==> src/pkg/acl_key_l4_pkg.sv <==
// package for the layer-4, tcp flag, oam and payload key field builder
// assumes one byte-wide receive stream and classification results per frame
package acl_key_l4_pkg;

    // ----------------------------------------------------------------
    // frame layout constants
    // ----------------------------------------------------------------
    localparam logic [10:0] ETHERTYPE_FIELD_POS = 11'h00c;   // ethertype after both macs
    localparam logic [10:0] VLAN_TAG_LEN = 11'h004;
    localparam logic [1:0] MAX_VLAN_TAGS = 2'h3;
    localparam logic [15:0] ETHERTYPE_FIELD_CTAG = 16'h8100;
    localparam logic [15:0] ETHERTYPE_FIELD_STAG = 16'h88a8;
    localparam logic [15:0] ETHERTYPE_FIELD_IPV4 = 16'h0800;
    localparam logic [15:0] ETHERTYPE_FIELD_IPV6 = 16'h86dd;
    localparam logic [15:0] ETHERTYPE_FIELD_OAM = 16'h8902;
    localparam logic [10:0] IPV4_HDR_LEN = 11'h014;   // options never parsed
    localparam logic [10:0] IPV6_HDR_LEN = 11'h028;
    localparam logic [10:0] IPV4_PROTO_OFS = 11'h009;
    localparam logic [10:0] IPV6_NXT_OFS = 11'h006;
    localparam logic [7:0] PROTO_TCP = 8'h06;
    localparam logic [7:0] PROTO_UDP = 8'h11;
    localparam logic [10:0] UDP_HDR_LEN = 11'h008;
    localparam logic [10:0] L4_SEQ_OFS = 11'h004;
    localparam logic [10:0] TCP_DOFS_OFS = 11'h00c;
    localparam logic [10:0] TCP_FLAGS_OFS = 11'h00d;
    localparam logic [10:0] OAM_OPCODE_OFS = 11'h001;
    localparam logic [7:0] OAM_OPCODE_CCM = 8'h01;
    localparam logic [10:0] CCM_CNT_OFS = 11'h03a;
    localparam logic [10:0] CCM_CNT_LEN = 11'h00c;   // txfcf, rxfcb, txfcb
    localparam logic [10:0] NO_POS = 11'h7ff;        // position not yet known

    // ----------------------------------------------------------------
    // field sizes
    // ----------------------------------------------------------------
    localparam int RNG_NUM = 8;
    localparam logic [10:0] IP_PAY_BYTES = 11'h00c;      // 96 bits
    localparam logic [10:0] L4_PAY_BYTES = 11'h008;      // 64 bits
    localparam int CUST_LONG_BYTES = 57;                 // 456 bits
    localparam int CUST_SHORT_BYTES = 24;                // 192 bits

    // ----------------------------------------------------------------
    // types
    // ----------------------------------------------------------------
    typedef enum logic [2:0] {
        KEY_MAC_ETHERTYPE_KEY = 3'h0,
        KEY_TCP_OR_UDP_FLAG = 3'h1,
        KEY_GENERIC_IPV4 = 3'h2,
        KEY_SEVEN_TUPLE = 3'h3,
        KEY_CUSTOM_LONG = 3'h4,
        KEY_CUSTOM_SHORT = 3'h5
    } key_sel_type;

    typedef enum logic [2:0] {
        RNG_NONE = 3'h0,
        RNG_SPORT = 3'h1,
        RNG_DPORT = 3'h2,
        RNG_EITHER = 3'h3,
        RNG_VID = 3'h4,
        RNG_DSCP = 3'h5,
        RNG_CUSTOM = 3'h6
    } rng_sel_type;

    typedef struct packed {
        logic valid;
        logic sof;
        logic eof;
        logic [7:0] data;
    } rx_byte_type;

    typedef struct packed {
        key_sel_type keySel;
        logic frameIsEth;          // custom payload starts after ethernet layer
        logic [10:0] longOfs;      // frame pointer for the long custom field
        logic [10:0] shortOfs;     // frame pointer for the short custom field
        logic [11:0] vid;
        logic [5:0] dscp;
    } cls_type;

    typedef struct packed {
        rng_sel_type sel;
        logic [15:0] low;
        logic [15:0] high;
    } rng_cfg_type;

    typedef struct packed {
        key_sel_type keySel;
        logic [7:0] portRangeMask;
        logic portsEqualFlag;
        logic tcpSeqZeroFlag;
        logic tcpFinFlag;
        logic tcpSynFlag;
        logic tcpRstFlag;
        logic tcpPshFlag;
        logic tcpAckFlag;
        logic tcpUrgFlag;
        logic [95:0] ipPayloadField;
        logic [63:0] transportPayloadField;
        logic ccmCountersZeroFlag;
        logic oamFrameFlag;
        logic [15:0] ethertypeField;
        logic [455:0] customPayloadLong;
        logic [191:0] customPayloadShort;
    } key_type;

endpackage

==> src/rtl/acl_key_l4.sv <==
// layer-4, tcp flag, oam and payload key field builder
// assumes bytes arrive in order with sof on the first, eof on the last,
// and that classification results stay stable for the whole frame
//
// Functional notes
// [RULE_01] eight range checkers build the range mask
// [RULE_02] flag when source port equals destination port
// [RULE_03] flag when tcp sequence number is zero
// [RULE_04] copy six tcp control flags separately
// [RULE_05] generic ipv4: 96 bits at header plus 20
// [RULE_06] tcp_or_udp_flag: 64 bits after transport header
// [RULE_07] seven-tuple non-tcp_or_udp_flag: 8 bytes after ip
// [RULE_08] ccm flag when all three counters zero
// [RULE_09] oam flag on 0x8902, ethertype carries levels
// [RULE_10] long custom: 57 bytes from frame pointer
// [RULE_11] short custom: 24 bytes from frame pointer
// [RULE_12] ethernet frames: custom starts after ethernet layer
// [RULE_13] fields appear only in their own key types
`timescale 1ns/1ns
module acl_key_l4 (
    input wire logic sys_clk,
    input wire logic nrst,
    input wire acl_key_l4_pkg::rx_byte_type rxIn,
    input wire acl_key_l4_pkg::cls_type clsIn,
    input wire acl_key_l4_pkg::rng_cfg_type [7:0] rngCfg,
    output acl_key_l4_pkg::key_type keyOut,
    output logic keyValid
);
    import acl_key_l4_pkg::*;

    // ----------------------------------------------------------------
    // helpers
    // ----------------------------------------------------------------
    // byte position falls inside a window of n bytes starting at base
    function automatic logic inWin(input logic [10:0] p, input logic [10:0] base,
                                   input logic [10:0] n);
        inWin = (p >= base) && ({1'b0, p} < ({1'b0, base} + {1'b0, n}));
    endfunction

    function automatic logic inRange(input logic [15:0] v, input logic [15:0] lo,
                                     input logic [15:0] hi);
        inRange = (v >= lo) && (v <= hi);
    endfunction

    // ----------------------------------------------------------------
    // parse state
    // ----------------------------------------------------------------
    logic [10:0] posReg;
    logic [10:0] etPosReg;
    logic [1:0] tagsReg;
    logic [7:0] etHiReg;
    logic [15:0] etherReg;
    logic [10:0] l3BaseReg;
    logic [7:0] protoReg;
    logic [15:0] sportReg;
    logic [15:0] dportReg;
    logic [31:0] seqReg;
    logic [3:0] dofsReg;
    logic [7:0] tcpFlagsReg;
    logic [95:0] ipPayReg;
    logic [63:0] l4PayReg;
    logic [7:0] oamMelReg;
    logic [7:0] oamOpReg;
    logic ccmNonZeroReg;
    logic ccmSeenReg;
    logic doneReg;
    logic [7:0] custLong [CUST_LONG_BYTES];
    logic [7:0] custShort [CUST_SHORT_BYTES];

    logic [10:0] pos;
    logic isV4;
    logic isV6;
    logic isTcp;
    logic isTcpUdp;
    logic [10:0] protoPos;
    logic [10:0] l4Base;
    logic [10:0] payStart;
    logic [10:0] longStart;
    logic [10:0] shortStart;
    logic [15:0] etWord;
    logic [10:0] longIdx;
    logic [10:0] shortIdx;

    // position and derived windows; pointers are only meaningful once known
    always_comb begin
        pos = rxIn.sof ? 11'h000 : posReg;
        etWord = {etHiReg, rxIn.data};
        isV4 = (etherReg == ETHERTYPE_FIELD_IPV4);
        isV6 = (etherReg == ETHERTYPE_FIELD_IPV6);
        isTcp = (isV4 || isV6) && (protoReg == PROTO_TCP);
        isTcpUdp = isTcp || ((isV4 || isV6) && (protoReg == PROTO_UDP));
        protoPos = isV4 ? l3BaseReg + IPV4_PROTO_OFS : l3BaseReg + IPV6_NXT_OFS;
        l4Base = NO_POS;
        if (isV4) begin
            l4Base = l3BaseReg + IPV4_HDR_LEN; // [RULE_05] [RULE_07]
        end else if (isV6) begin
            l4Base = l3BaseReg + IPV6_HDR_LEN;
        end
        // non tcp_or_udp_flag payload starts right after the ip header
        payStart = l4Base; // [RULE_07]
        if (isTcp) begin
            payStart = l4Base + {5'h00, dofsReg, 2'h0}; // [RULE_06]
        end else if (isTcpUdp) begin
            payStart = l4Base + UDP_HDR_LEN; // [RULE_06]
        end
        longStart = clsIn.frameIsEth ? l3BaseReg : clsIn.longOfs; // [RULE_10] [RULE_12]
        shortStart = clsIn.frameIsEth ? l3BaseReg : clsIn.shortOfs; // [RULE_11] [RULE_12]
        longIdx = pos - longStart;
        shortIdx = pos - shortStart;
    end

    // ----------------------------------------------------------------
    // byte position and ethernet layer
    // ----------------------------------------------------------------
    // counter saturates so a giant frame cannot wrap into early windows
    always_ff @(posedge sys_clk or negedge nrst) begin
        if (!nrst) begin
            posReg <= 11'h000;
        end else if (rxIn.valid) begin
            posReg <= (pos == NO_POS) ? pos : pos + 11'h001;
        end
    end

    // up to three vlan tags are skipped before the ethertype counts
    always_ff @(posedge sys_clk or negedge nrst) begin
        if (!nrst) begin
            etPosReg <= ETHERTYPE_FIELD_POS;
            tagsReg <= 2'h0;
            etHiReg <= 8'h00;
            etherReg <= 16'h0000;
            l3BaseReg <= NO_POS;
        end else if (rxIn.valid) begin
            if (rxIn.sof) begin
                etPosReg <= ETHERTYPE_FIELD_POS;
                tagsReg <= 2'h0;
                etherReg <= 16'h0000;
                l3BaseReg <= NO_POS;
            end
            if (pos == etPosReg) begin
                etHiReg <= rxIn.data;
            end
            if (pos == etPosReg + 11'h001) begin
                if ((etWord == ETHERTYPE_FIELD_CTAG || etWord == ETHERTYPE_FIELD_STAG)
                        && tagsReg != MAX_VLAN_TAGS) begin
                    etPosReg <= etPosReg + VLAN_TAG_LEN;
                    tagsReg <= tagsReg + 2'h1;
                end else begin
                    etherReg <= etWord;
                    l3BaseReg <= pos + 11'h001; // [RULE_12]
                end
            end
        end
    end

    // ----------------------------------------------------------------
    // layer-3 and layer-4 header capture
    // ----------------------------------------------------------------
    always_ff @(posedge sys_clk or negedge nrst) begin
        if (!nrst) begin
            protoReg <= 8'h00;
            sportReg <= 16'h0000;
            dportReg <= 16'h0000;
            seqReg <= 32'h0000_0000;
            dofsReg <= 4'h0;
            tcpFlagsReg <= 8'h00;
        end else if (rxIn.valid) begin
            if (rxIn.sof) begin
                protoReg <= 8'h00;
                tcpFlagsReg <= 8'h00;
                seqReg <= 32'hffff_ffff;  // overwritten by bytes 3 to 6 before the ethertype is known, so short frames can look like seq zero
            end
            if ((isV4 || isV6) && pos == protoPos) begin
                protoReg <= rxIn.data;
            end
            if (inWin(pos, l4Base, 11'h002)) begin
                sportReg <= {sportReg[7:0], rxIn.data};
            end
            if (inWin(pos, l4Base + 11'h002, 11'h002)) begin
                dportReg <= {dportReg[7:0], rxIn.data};
            end
            if (inWin(pos, l4Base + L4_SEQ_OFS, 11'h004)) begin
                seqReg <= {seqReg[23:0], rxIn.data}; // [RULE_03]
            end
            if (pos == l4Base + TCP_DOFS_OFS) begin
                dofsReg <= rxIn.data[7:4];
            end
            if (pos == l4Base + TCP_FLAGS_OFS) begin
                tcpFlagsReg <= rxIn.data; // [RULE_04]
            end
        end
    end

    // ----------------------------------------------------------------
    // payload capture
    // ----------------------------------------------------------------
    // fields shift in msb first, so the first payload byte lands on top
    always_ff @(posedge sys_clk or negedge nrst) begin
        if (!nrst) begin
            ipPayReg <= 96'h0;
            l4PayReg <= 64'h0;
        end else if (rxIn.valid) begin
            if (rxIn.sof) begin
                ipPayReg <= 96'h0;
                l4PayReg <= 64'h0;
            end
            if (isV4 && inWin(pos, l4Base, IP_PAY_BYTES)) begin
                ipPayReg <= {ipPayReg[87:0], rxIn.data}; // [RULE_05]
            end
            if (inWin(pos, payStart, L4_PAY_BYTES)) begin
                l4PayReg <= {l4PayReg[55:0], rxIn.data}; // [RULE_06] [RULE_07]
            end
        end
    end

    // custom windows; arrays are not cleared, unfilled bytes are masked at key time
    always_ff @(posedge sys_clk) begin
        if (rxIn.valid && inWin(pos, longStart, 11'(CUST_LONG_BYTES))) begin
            custLong[longIdx[5:0]] <= rxIn.data; // [RULE_10]
        end
        if (rxIn.valid && inWin(pos, shortStart, 11'(CUST_SHORT_BYTES))) begin
            custShort[shortIdx[4:0]] <= rxIn.data; // [RULE_11]
        end
    end

    logic [CUST_LONG_BYTES-1:0] longFillReg;
    logic [CUST_SHORT_BYTES-1:0] shortFillReg;

    // tracks which custom bytes this frame actually delivered
    always_ff @(posedge sys_clk or negedge nrst) begin
        if (!nrst) begin
            longFillReg <= '0;
            shortFillReg <= '0;
        end else if (rxIn.valid) begin
            if (rxIn.sof) begin
                longFillReg <= '0;
                shortFillReg <= '0;
            end
            if (inWin(pos, longStart, 11'(CUST_LONG_BYTES))) begin
                longFillReg[longIdx[5:0]] <= 1'b1;
            end
            if (inWin(pos, shortStart, 11'(CUST_SHORT_BYTES))) begin
                shortFillReg[shortIdx[4:0]] <= 1'b1;
            end
        end
    end

    // ----------------------------------------------------------------
    // oam capture
    // ----------------------------------------------------------------
    always_ff @(posedge sys_clk or negedge nrst) begin
        if (!nrst) begin
            oamMelReg <= 8'h00;
            oamOpReg <= 8'h00;
            ccmNonZeroReg <= 1'b0;
            ccmSeenReg <= 1'b0;
        end else if (rxIn.valid) begin
            if (rxIn.sof) begin
                oamMelReg <= 8'h00;
                oamOpReg <= 8'h00;
                ccmNonZeroReg <= 1'b0;
                ccmSeenReg <= 1'b0;
            end
            if (pos == l3BaseReg) begin
                oamMelReg <= 8'h01 << rxIn.data[7:5]; // [RULE_09]
            end
            if (pos == l3BaseReg + OAM_OPCODE_OFS) begin
                oamOpReg <= rxIn.data;
            end
            if (inWin(pos, l3BaseReg + CCM_CNT_OFS, CCM_CNT_LEN) && rxIn.data != 8'h00) begin
                ccmNonZeroReg <= 1'b1; // [RULE_08]
            end
            // a truncated ccm must not claim zero counters
            if (pos == l3BaseReg + CCM_CNT_OFS + CCM_CNT_LEN - 11'h001) begin
                ccmSeenReg <= 1'b1;
            end
        end
    end

    // ----------------------------------------------------------------
    // range checkers
    // ----------------------------------------------------------------
    logic [RNG_NUM-1:0] rngHit;
    logic [15:0] custRngVal;

    // custom range input is the first two bytes of the short custom window
    assign custRngVal = {custShort[0], custShort[1]};

    generate
        for (genvar i = 0; i < RNG_NUM; i++) begin : gRng
            always_comb begin
                unique case (rngCfg[i].sel)
                    RNG_SPORT: rngHit[i] = isTcpUdp
                        && inRange(sportReg, rngCfg[i].low, rngCfg[i].high); // [RULE_01]
                    RNG_DPORT: rngHit[i] = isTcpUdp
                        && inRange(dportReg, rngCfg[i].low, rngCfg[i].high);
                    RNG_EITHER: rngHit[i] = isTcpUdp
                        && (inRange(sportReg, rngCfg[i].low, rngCfg[i].high)
                        || inRange(dportReg, rngCfg[i].low, rngCfg[i].high));
                    RNG_VID: rngHit[i] = inRange({4'h0, clsIn.vid},
                        rngCfg[i].low, rngCfg[i].high);
                    RNG_DSCP: rngHit[i] = inRange({10'h000, clsIn.dscp},
                        rngCfg[i].low, rngCfg[i].high);
                    RNG_CUSTOM: rngHit[i] = &shortFillReg[1:0]
                        && inRange(custRngVal, rngCfg[i].low, rngCfg[i].high);
                    default: rngHit[i] = 1'b0;
                endcase
            end
        end
    endgenerate

    // ----------------------------------------------------------------
    // key assembly, two cycles after the last byte
    // ----------------------------------------------------------------
    always_ff @(posedge sys_clk or negedge nrst) begin
        if (!nrst) begin
            doneReg <= 1'b0;
        end else begin
            doneReg <= rxIn.valid && rxIn.eof;
        end
    end

    logic l4Key;
    logic macKey;
    logic oamHit;
    logic [455:0] longFlat;
    logic [191:0] shortFlat;

    always_comb begin
        l4Key = (clsIn.keySel == KEY_TCP_OR_UDP_FLAG) || (clsIn.keySel == KEY_SEVEN_TUPLE);
        macKey = (clsIn.keySel == KEY_MAC_ETHERTYPE_KEY);
        oamHit = (etherReg == ETHERTYPE_FIELD_OAM);
        for (int b = 0; b < CUST_LONG_BYTES; b++) begin
            longFlat[455 - 8*b -: 8] = longFillReg[b] ? custLong[b] : 8'h00;
        end
        for (int b = 0; b < CUST_SHORT_BYTES; b++) begin
            shortFlat[191 - 8*b -: 8] = shortFillReg[b] ? custShort[b] : 8'h00;
        end
    end

    always_ff @(posedge sys_clk or negedge nrst) begin
        if (!nrst) begin
            keyOut <= '0;
            keyValid <= 1'b0;
        end else begin
            keyValid <= doneReg;
            if (doneReg) begin
                keyOut <= '0;
                keyOut.keySel <= clsIn.keySel;
                if (l4Key) begin // [RULE_13]
                    keyOut.portRangeMask <= rngHit; // [RULE_01]
                    keyOut.portsEqualFlag <= isTcpUdp && (sportReg == dportReg); // [RULE_02]
                    keyOut.tcpSeqZeroFlag <= isTcp && (seqReg == 32'h0000_0000); // [RULE_03]
                    keyOut.tcpFinFlag <= isTcp && tcpFlagsReg[0]; // [RULE_04]
                    keyOut.tcpSynFlag <= isTcp && tcpFlagsReg[1];
                    keyOut.tcpRstFlag <= isTcp && tcpFlagsReg[2];
                    keyOut.tcpPshFlag <= isTcp && tcpFlagsReg[3];
                    keyOut.tcpAckFlag <= isTcp && tcpFlagsReg[4];
                    keyOut.tcpUrgFlag <= isTcp && tcpFlagsReg[5];
                    if (isTcpUdp || (clsIn.keySel == KEY_SEVEN_TUPLE)) begin
                        keyOut.transportPayloadField <= l4PayReg; // [RULE_06] [RULE_07]
                    end
                end
                if (clsIn.keySel == KEY_GENERIC_IPV4 && isV4) begin
                    keyOut.ipPayloadField <= ipPayReg; // [RULE_05] [RULE_13]
                end
                if (macKey) begin // [RULE_13]
                    keyOut.oamFrameFlag <= oamHit; // [RULE_09]
                    keyOut.ethertypeField <= oamHit ? {8'h00, oamMelReg} : etherReg; // [RULE_09]
                    keyOut.ccmCountersZeroFlag <= oamHit && oamOpReg == OAM_OPCODE_CCM
                        && ccmSeenReg && !ccmNonZeroReg; // [RULE_08]
                end
                if (clsIn.keySel == KEY_CUSTOM_LONG) begin
                    keyOut.customPayloadLong <= longFlat; // [RULE_10]
                end
                if (clsIn.keySel == KEY_CUSTOM_SHORT) begin
                    keyOut.customPayloadShort <= shortFlat; // [RULE_11]
                end
            end
        end
    end
endmodule

==> config.mk <==
export PLATFORM = sky130hd
export DESIGN_NAME = acl_key_l4
export DESIGN_NICKNAME = d
export VERILOG_FILES = /design/src/pkg/acl_key_l4_pkg.sv /design/src/rtl/acl_key_l4.sv
export SDC_FILE = /design/constraint.sdc
export NUM_CORES = 2
export LEC_CHECK = 0
export ABC_AREA = 0
export BUFFER_PORTS_ARGS = -buffer_cell sky130_fd_sc_hd__buf_2
export CAP_MARGIN = 25
export CORE_AREA = 2 2 459 461
export DETAILED_ROUTE_END_ITERATION = 8
export DIE_AREA = 0 0 461 463
export GPL_ROUTABILITY_DRIVEN = 0
export GPL_TIMING_DRIVEN = 0
export PLACE_DENSITY = 0.69
export SYNTH_ARGS = -nofsm -noshare
export SYNTH_HDL_FRONTEND = slang
export SYNTH_SLANG_ARGS = --single-unit
==> constraint.sdc <==
create_clock -name sys_clk -period 7.2 [get_ports sys_clk]
set_clock_uncertainty 0.2 [all_clocks]
set_input_delay 0.36 -clock sys_clk [delete_from_list [all_inputs] [get_ports sys_clk]]
set_output_delay 0.36 -clock sys_clk [all_outputs]
set_load 0.02 [all_outputs]
Yosys cells after proc, flatten, opt, wreduce, memory -nomap -nowiden:

Memories as Yosys holds them, arrays and structs flattened.
Index checks and enable logic that the tools add are counted.

* shift-type cells: 1
* eq/ne operators: 72
* reductions and logical operators: 143
* bitwise operators: 2
* $add $sub $neg: 28
* multiplexer cells: 146
* order comparisons: 99

Operators with widths (number)
* 8-bit two-way mux: 85
* 456-bit two-way mux: 1
* 16-bit greater-or-equal comparator: 24
* 16-bit <= comparator: 24
* 96-bit two-way mux: 3
* 64-bit two-way mux: 4
* 192-bit two-way mux: 1
* 57-bit two-way mux: 3
* 11-bit two-way mux: 15
* 12-bit by 16-bit greater-or-equal comparator with 1-bit output: 8
* 6-bit by 16-bit greater-or-equal comparator with 1-bit output: 8
* 12-bit by 16-bit <= comparator with 1-bit output: 8
* 6-bit by 16-bit <= comparator with 1-bit output: 8
* 1-bit logical AND: 103
* 11-bit by 12-bit less-than comparator with 1-bit output: 8
* 11-bit equality test: 8
* 16-bit two-way mux: 5
* 3-bit equality test (second input constant): 26
* 11-bit greater-or-equal comparator: 7
* 24-bit two-way mux: 3
* 16-bit equality test (second input constant): 4
* 32-bit two-way mux: 2
* 57-bit bitwise OR: 1
* 11-bit by 4-bit adder with 11-bit output (second input constant): 5
* 44 further kinds: 127

* memories kept: 2
* input port bits: 337
* output and inout bits: 846
* logic and storage cells: 532
* memory bits (writable): 648
* register bits after elaboration: 1247

Memories
* custLong: words 57, width 8, rd ports 57, clocked after memory_dff 0, write ports 1, line acl_key_l4.sv:67 `logic [7:0] custLong [CUST_LONG_BYTES];`
* custShort: words 24, width 8, rd ports 24, clocked after memory_dff 0, write ports 1, line acl_key_l4.sv:68 `logic [7:0] custShort [CUST_SHORT_BYTES];`

Logic depth before layout (Yosys ltp):

* depth in word-level cells: 11
* mapped depth: 28
* depth with buffers taken out: 24

Worst setup path before layout:

No wires, ideal clock.

* path kind: reg-to-reg
* from: reg l3BaseReg[2]
* to: reg l4PayReg[7]
* arrival time: 5341 ps
* period minus slack after synthesis: 5622 ps
* setup time: 82 ps
* stages on the path, launching flop included: 26
* required time: 6918 ps
* path buffers: 3
* slack: 1578 ps
* cell sequence: dfstp_2 > buf_1 > inv_1 > ha_1 > a32oi_1 > inv_1 > fa_1 > nor2b_1 > o21ai_0 > nand2b_1 > nand2_1 > o31ai_1 > nand2_1 > xnor2_1 > nand2_1 > xnor2_1 > ha_1 > a2111oi_0 > o21ai_0 > o2111ai_1 > nand2_1 > a21o_1 > a21boi_1 > buf_4 > buf_6 > mux2i_1

* word-level cells in the longest chain between the ends: 11
* elaborated cells between the ends (all ways): 15
* those cells by class: add/sub: 5; order compare: 2; mux: 5; reduce/logical: 3

Ends and longest elaborated chain
* start: declaration: line acl_key_l4.sv:53 `logic [10:0] l3BaseReg;`
* start signal: assignment: line acl_key_l4.sv:149 `l3BaseReg <= pos + 11'h001;`
* 11-bit by 6-bit adder with 11-bit output: line acl_key_l4.sv:97 `l4Base = l3BaseReg + IPV6_HDR_LEN;`
* 11-bit two-way mux: line acl_key_l4.sv:96 `end else if (isV6) begin`
* 11-bit two-way mux *: line acl_key_l4.sv:94 `if (isV4) begin`
* 11-bit by 4-bit adder with 11-bit output: line acl_key_l4.sv:104 `payStart = l4Base + UDP_HDR_LEN;`
* 11-bit two-way mux: line acl_key_l4.sv:103 `end else if (isTcpUdp) begin`
* 11-bit two-way mux *: line acl_key_l4.sv:101 `if (isTcp) begin`
* 11-bit by 4-bit adder with 12-bit output: line acl_key_l4.sv:37 `inWin = (p >= base) && ({1'b0, p} < ({1'b0, base} + {1'b0, n}));`
* 11-bit by 12-bit less-than comparator with 1-bit output: line acl_key_l4.sv:37
* 1-bit logical AND *: line acl_key_l4.sv:37
* 2-bit nonzero test (no line)
* 2-bit AND reduction (no line)
* end signal: assignment: line acl_key_l4.sv:210 `l4PayReg <= {l4PayReg[55:0], rxIn.data};`
* end: declaration: line acl_key_l4.sv:61 `logic [63:0] l4PayReg;`

Mark *: on every way between the ends. The rest lies on a longest branch, timed or not.
A chain may end at the register's enable or synchronous reset.

Final worst setup path:

* from: reg l3BaseReg[4]
* to: reg ipPayReg[93]

* word-level cells in the longest chain between the ends: 9
* elaborated cells between the ends (all ways): 12
* those cells by class: add/sub: 3; order compare: 2; mux: 3; reduce/logical: 4

Ends and longest elaborated chain
* 11-bit by 6-bit adder with 11-bit output: line acl_key_l4.sv:97
* 11-bit two-way mux: line acl_key_l4.sv:96
* 11-bit two-way mux *: line acl_key_l4.sv:94
* 11-bit by 4-bit adder with 12-bit output: line acl_key_l4.sv:37
* 11-bit by 12-bit less-than comparator with 1-bit output: line acl_key_l4.sv:37
* 1-bit logical AND *: line acl_key_l4.sv:37
* 1-bit logical AND *: line acl_key_l4.sv:206 `if (isV4 && inWin(pos, l4Base, IP_PAY_BYTES)) begin`
* 2-bit nonzero test (no line)
* 2-bit AND reduction (no line)
* end signal: assignment: line acl_key_l4.sv:207 `ipPayReg <= {ipPayReg[87:0], rxIn.data};`
* end: declaration: line acl_key_l4.sv:60 `logic [95:0] ipPayReg;`

Marked as above.

==> summary.md <==
For this block, the via count after detailed routing is 79,700. The total global routing track utilization came out at 34.5%. Walking the worst path, the cells encountered are buf_2 -> inv_1 -> ha_1 -> a21oi_1 -> nor2_1 -> a32o_1 -> mux2i_4 -> clkinv_1 -> nor4_2 -> nand2_1 -> xnor2_1 -> ha_1 -> a21oi_1 -> o21ai_0 -> a211oi_2 -> clkbuf_2 -> clkbuf_2 -> clkbuf_2 -> nand2_1 -> o21ai_0. On the final layout, the worst hold slack is 167 ps. Final routed wirelength across all metal layers: 377 mm. Detailed placement ended at an HPWL of 275 mm. The path class of the tightest hold or removal check is input port to flop. The total of buffers placed on input and output ports was 1,180. Primary flip-flop cell chosen by synthesis mapping: sky130_fd_sc_hd__dfrtp_1.

The period utilization is 97.5%. A synthesized cell averages 11.7 sq um. The die span in y came out at 463 microns. In the final layout, the share of cells above drive strength 1 is 17.2%. The kind of end point of the critical path is a flop.

The core region is 0.209 sq mm. Power spread over the standard cell area amounts to 227 mW/mm^2. Data arrives at the worst endpoint at 7600 ps. The mapped netlist covers 0.0979 sq mm. The reported leakage power is 56.3 nW.

The family with the most delay on the worst path was buffers and inverters. The detailed-route DRC error count was 0; the minimum clock period was 7020 ps. The synthesized design contains 1,895 register bits. For this design, the slowest cell found on the critical path is sky130_fd_sc_hd__nor4_2.

The run gives 0 as the final number of max-transition violations. The total number of yosys warnings was 0; the number of levels the H-tree was split into was 4. At the pin with the least slew margin, the transition time is 1120 ps.

After the last flow step, the layout net total stands at 11,400. The die covers 0.213 sq mm. In the synthesized netlist the async set-or-reset flop fraction comes to 65.8%. The clock tree buffer depth was 3; the clock-pin slew on the worst setup and hold paths was 70 ps. After synthesis, the netlist uses 98 different library cells. The fill cell total of the finished layout came out at 17,400. Clock latency on the worst-skew pair, taken at its later pin, is 890 ps.

Of all nets on the critical path, the largest fanout is 10. The number of buffers and inverters on the critical path is 6, and the final antenna-violating net count is 0. The die extent in x is 461 microns.

The most numerous cell type found on the critical path is sky130_fd_sc_hd__clkbuf_2. Across the run, the number of max-cap violations was 0. Number of nets produced by synthesis: 9,909. The tools report the post-CTS setup buffer count as 0. The multi-input combinational cells in the finished layout cover a total of 0.0443 sq mm. The worst setup path is of the flop to flop kind. The logs give 0 for the final count of hold timing violations and 67 for the number of antenna violations at the first check in global routing.

The number of synthesized flops with an enable pin was 648. The top cell type by total area after synthesis is sky130_fd_sc_hd__dfrtp_1. The instance count of the mapped netlist was 8,341; the via count of the first global-routing pass was 77,000. Setup slack closes at 178 ps. The area added between synthesis and finish came out at 19.1%. Timing would allow up to 0.142 GHz. STA classifies the critical path startpoint as a flop.

The logs give 165 for the maximum number of pins on one net before global-route repair and -845 ps for the post-place setup slack. Setup violations remaining at the end of the flow were counted as 0. In this run, CTS created clock tree buffers numbering 191. The area fraction of the dominant cell type after synthesis is 31.6%, and the total overflow reported by the global router is 0.

The clock root buffer is sky130_fd_sc_hd__clkbuf_16. The tools report the register cell area after layout as 0.0507 sq mm. Setup repair after global routing left no endpoint under its margin. Sequential elements use 51.8% of the synthesized area. The worst-case IR drop observed on VDD is 0.254 mV.

The run gives 537 mm as the wire length of the first global-routing pass. Count of standard-cell rows: 168. In the final routed layout, each cell accounts on average for 29.2 microns. Effective utilization at floorplan: 46.9%. At the worst endpoint, the required time is 7780 ps.

Sorting the synthesized cells by area gives the leading types as sky130_fd_sc_hd__dfrtp_1, sky130_fd_sc_hd__edfxtp_1, sky130_fd_sc_hd__ha_1. The worst slew margin relative to its limit was 25.4%. TritonCTS built the clock tree.

Number of vias per cell after detailed routing: 6.18. The logs give 8,610 for the number of design-rule violations left by the first detailed-router iteration and 1,183 for the I/O pin count. The tree built by TritonCTS fans out to 1,895 sinks. The largest single stage delay on the critical path is 650 ps. The flow ran to the end, and the final reports show no timing, DRC or antenna violations. The pre-antenna-repair detailed-routing pass consisted of 9 iterations.
-- registers in the layout, indices dropped and copies added (netlist names), 11 cells and up --
signal,flops
etPosReg,11
custLong,456
ipPayReg,96
etherReg,16
posReg,11
l4PayReg,64
dportReg,16
shortFillReg,24
custShort,192
seqReg,32
keyOut,845
longFillReg,57
sportReg,16
l3BaseReg,11
-- per-stage QoR --
step | utilization [%] | area [sq um] | power, mW | std cells | TNS [ps]
6_report | 55.9 | 117000 | 26.4 | 12900 | 0
5_1_grt | 55.9 | 117000 | 27.3 | 12900 | 0
4_1_cts | 55.8 | 116000 | 26.4 | 12800 | 0
3_5_place_dp | 52.4 | 109000 | 16.1 | 12400 | -62780
3_3_place_gp | 51.4 | 107000 | 15.6 | 12300 | -
2_1_floorplan | - | 97900 | 14.1 | 8341 | 0
-- power breakdown --
| group | leakage (nW) | internal [mW] | switching [mW] | total, mW |
|---|---|---|---|---|
| sequential | 23.0 | 11.3 | 0.566 | 11.9 |
| clock | 3.23 | 5.91 | 4.46 | 10.4 |
| combinational | 30.1 | 1.63 | 2.54 | 4.16 |
-- cell usage in the layout, fill, tap and decap left out, types with 22 or more instances in the layout --
cell type,netlist,final
sky130_fd_sc_hd__a2111oi_0,24,24
sky130_fd_sc_hd__a211oi_1,48,47
sky130_fd_sc_hd__a21o_1,273,273
sky130_fd_sc_hd__a21oi_1,363,363
sky130_fd_sc_hd__a22o_1,834,834
sky130_fd_sc_hd__a31oi_1,42,42
sky130_fd_sc_hd__and2_1,92,92
sky130_fd_sc_hd__buf_16,0,49
sky130_fd_sc_hd__buf_2,2,1182
sky130_fd_sc_hd__buf_6,8,27
sky130_fd_sc_hd__clkbuf_1,343,377
sky130_fd_sc_hd__clkbuf_16,0,195
sky130_fd_sc_hd__clkbuf_8,0,32
sky130_fd_sc_hd__clkinv_2,1,36
sky130_fd_sc_hd__dfrtp_1,1234,1215
sky130_fd_sc_hd__diode_2,0,50
sky130_fd_sc_hd__dlygate4sd3_1,0,41
sky130_fd_sc_hd__edfxtp_1,648,648
sky130_fd_sc_hd__ha_1,1228,1228
sky130_fd_sc_hd__inv_1,388,388
sky130_fd_sc_hd__mux2i_1,107,107
sky130_fd_sc_hd__nand2_1,566,566
sky130_fd_sc_hd__nand2b_1,94,94
sky130_fd_sc_hd__nand3_1,99,99
sky130_fd_sc_hd__nand4_1,185,185
sky130_fd_sc_hd__nor2_1,337,336
sky130_fd_sc_hd__nor2b_1,88,88
sky130_fd_sc_hd__nor3_1,94,88
sky130_fd_sc_hd__nor4_1,78,72
sky130_fd_sc_hd__o2111ai_1,22,22
sky130_fd_sc_hd__o211ai_1,24,24
sky130_fd_sc_hd__o21a_1,87,87
sky130_fd_sc_hd__o21ai_0,437,437
sky130_fd_sc_hd__o31ai_1,42,42
sky130_fd_sc_hd__or3_1,25,25
sky130_fd_sc_hd__xnor2_1,116,116
sky130_fd_sc_hd__xor2_1,59,59
-- cell usage after synthesis, drive strengths merged (18+ instances only) --
| library cell | n |
|---|---|
| a211oi | 48 |
| nand2 | 566 |
| clkbuf | 343 |
| and2 | 93 |
| dfrtp | 1234 |
| o21ai | 441 |
| nor2 | 338 |
| a21oi | 363 |
| nand2b | 94 |
| xnor2 | 117 |
| a31oi | 42 |
| a21o | 273 |
| nor2b | 88 |
| nor3 | 94 |
| buf | 30 |
| mux2i | 111 |
| nand4 | 185 |
| o21a | 87 |
| a2111oi | 24 |
| o31ai | 42 |
| inv | 391 |
| a211o | 18 |
| ha | 1228 |
| nand3 | 99 |
| or3 | 25 |
| nor4 | 79 |
| o2111ai | 22 |
| o211ai | 24 |
| a22o | 834 |
| mux2 | 30 |
| edfxtp | 648 |
| xor2 | 59 |
-- worst register-to-register path: stages (launching register included) --
cell	delay [ps]
sky130_fd_sc_hd__dfstp_2	610
sky130_fd_sc_hd__buf_2	320
sky130_fd_sc_hd__inv_1	250
sky130_fd_sc_hd__ha_1	290
sky130_fd_sc_hd__a21oi_1	510
sky130_fd_sc_hd__nor2_1	160
sky130_fd_sc_hd__a32o_1	340
sky130_fd_sc_hd__mux2i_4	410
sky130_fd_sc_hd__clkinv_1	390
sky130_fd_sc_hd__nor4_2	650
sky130_fd_sc_hd__nand2_1	140
sky130_fd_sc_hd__xnor2_1	160
sky130_fd_sc_hd__ha_1	290
sky130_fd_sc_hd__a21oi_1	160
sky130_fd_sc_hd__o21ai_0	150
sky130_fd_sc_hd__a211oi_2	460
sky130_fd_sc_hd__clkbuf_2	350
sky130_fd_sc_hd__clkbuf_2	350
sky130_fd_sc_hd__clkbuf_2	370
sky130_fd_sc_hd__nand2_1	210
sky130_fd_sc_hd__o21ai_0	130
-- cell families after synthesis --
| group | count (synthesis) | synth area share, % |
|---|---|---|
| flops | 1895 | 51.8 |
| fa+ha+maj | 1231 | 15.8 |
| xor+xnor | 176 | 1.58 |
| mux | 141 | 1.56 |
| simple gates | 1768 | 8.92 |
| compound gates | 2359 | 17.3 |
| buf+inv | 771 | 3.04 |
-- per-layer routing --
layer | vias to the layer above | global-route usage [%] | share of wire, %
li1 | 34500 | - | -
met1 | 39200 | 42.7 | 38
met2 | 4588 | 51.6 | 43
met3 | 1354 | 9.48 | 10
met4 | 24 | 25.3 | 8.6
met5 | - | 0 | 0.042
-- what timing repair did --
item	4_1_cts	5_1_grt
hold buffers	42	0
endpoints found under the setup margin	171	89
hold endpoints to repair	520	0
gates resized for setup	6	7
-- final timing paths --
path / start / to / slack (ps) / cells after the start
setup / recovery: l3BaseReg[4] / ipPayReg[93] / 180 / 20
hold / removal: clsIn[43] / keyOut[844] / 170 / 2
max in group asynchronous: nrst / sportReg[5] / 4350 / 5
setup reg to reg: l3BaseReg[4] / ipPayReg[93] / 180 / 20
hold reg to reg: doneReg / keyValid / 190 / 0
min in group asynchronous: nrst / keyOut[391] / 380 / 3
-- layout make-up --
class | count | share of cell area (%)
Clock inverter | 91 | 0.968
Inverter | 398 | 1.28
Timing Repair Buffer | 1328 | 7.13
Clock buffer | 272 | 4.71
Tap cell | 2805 | 3.01
Antenna cell | 50 | 0.107
Multi-Input combinational cell | 5675 | 38.0
Sequential cell | 1895 | 43.5
Buffer | 373 | 1.28
No activity file was read; power rests on OpenSTA's default activity.
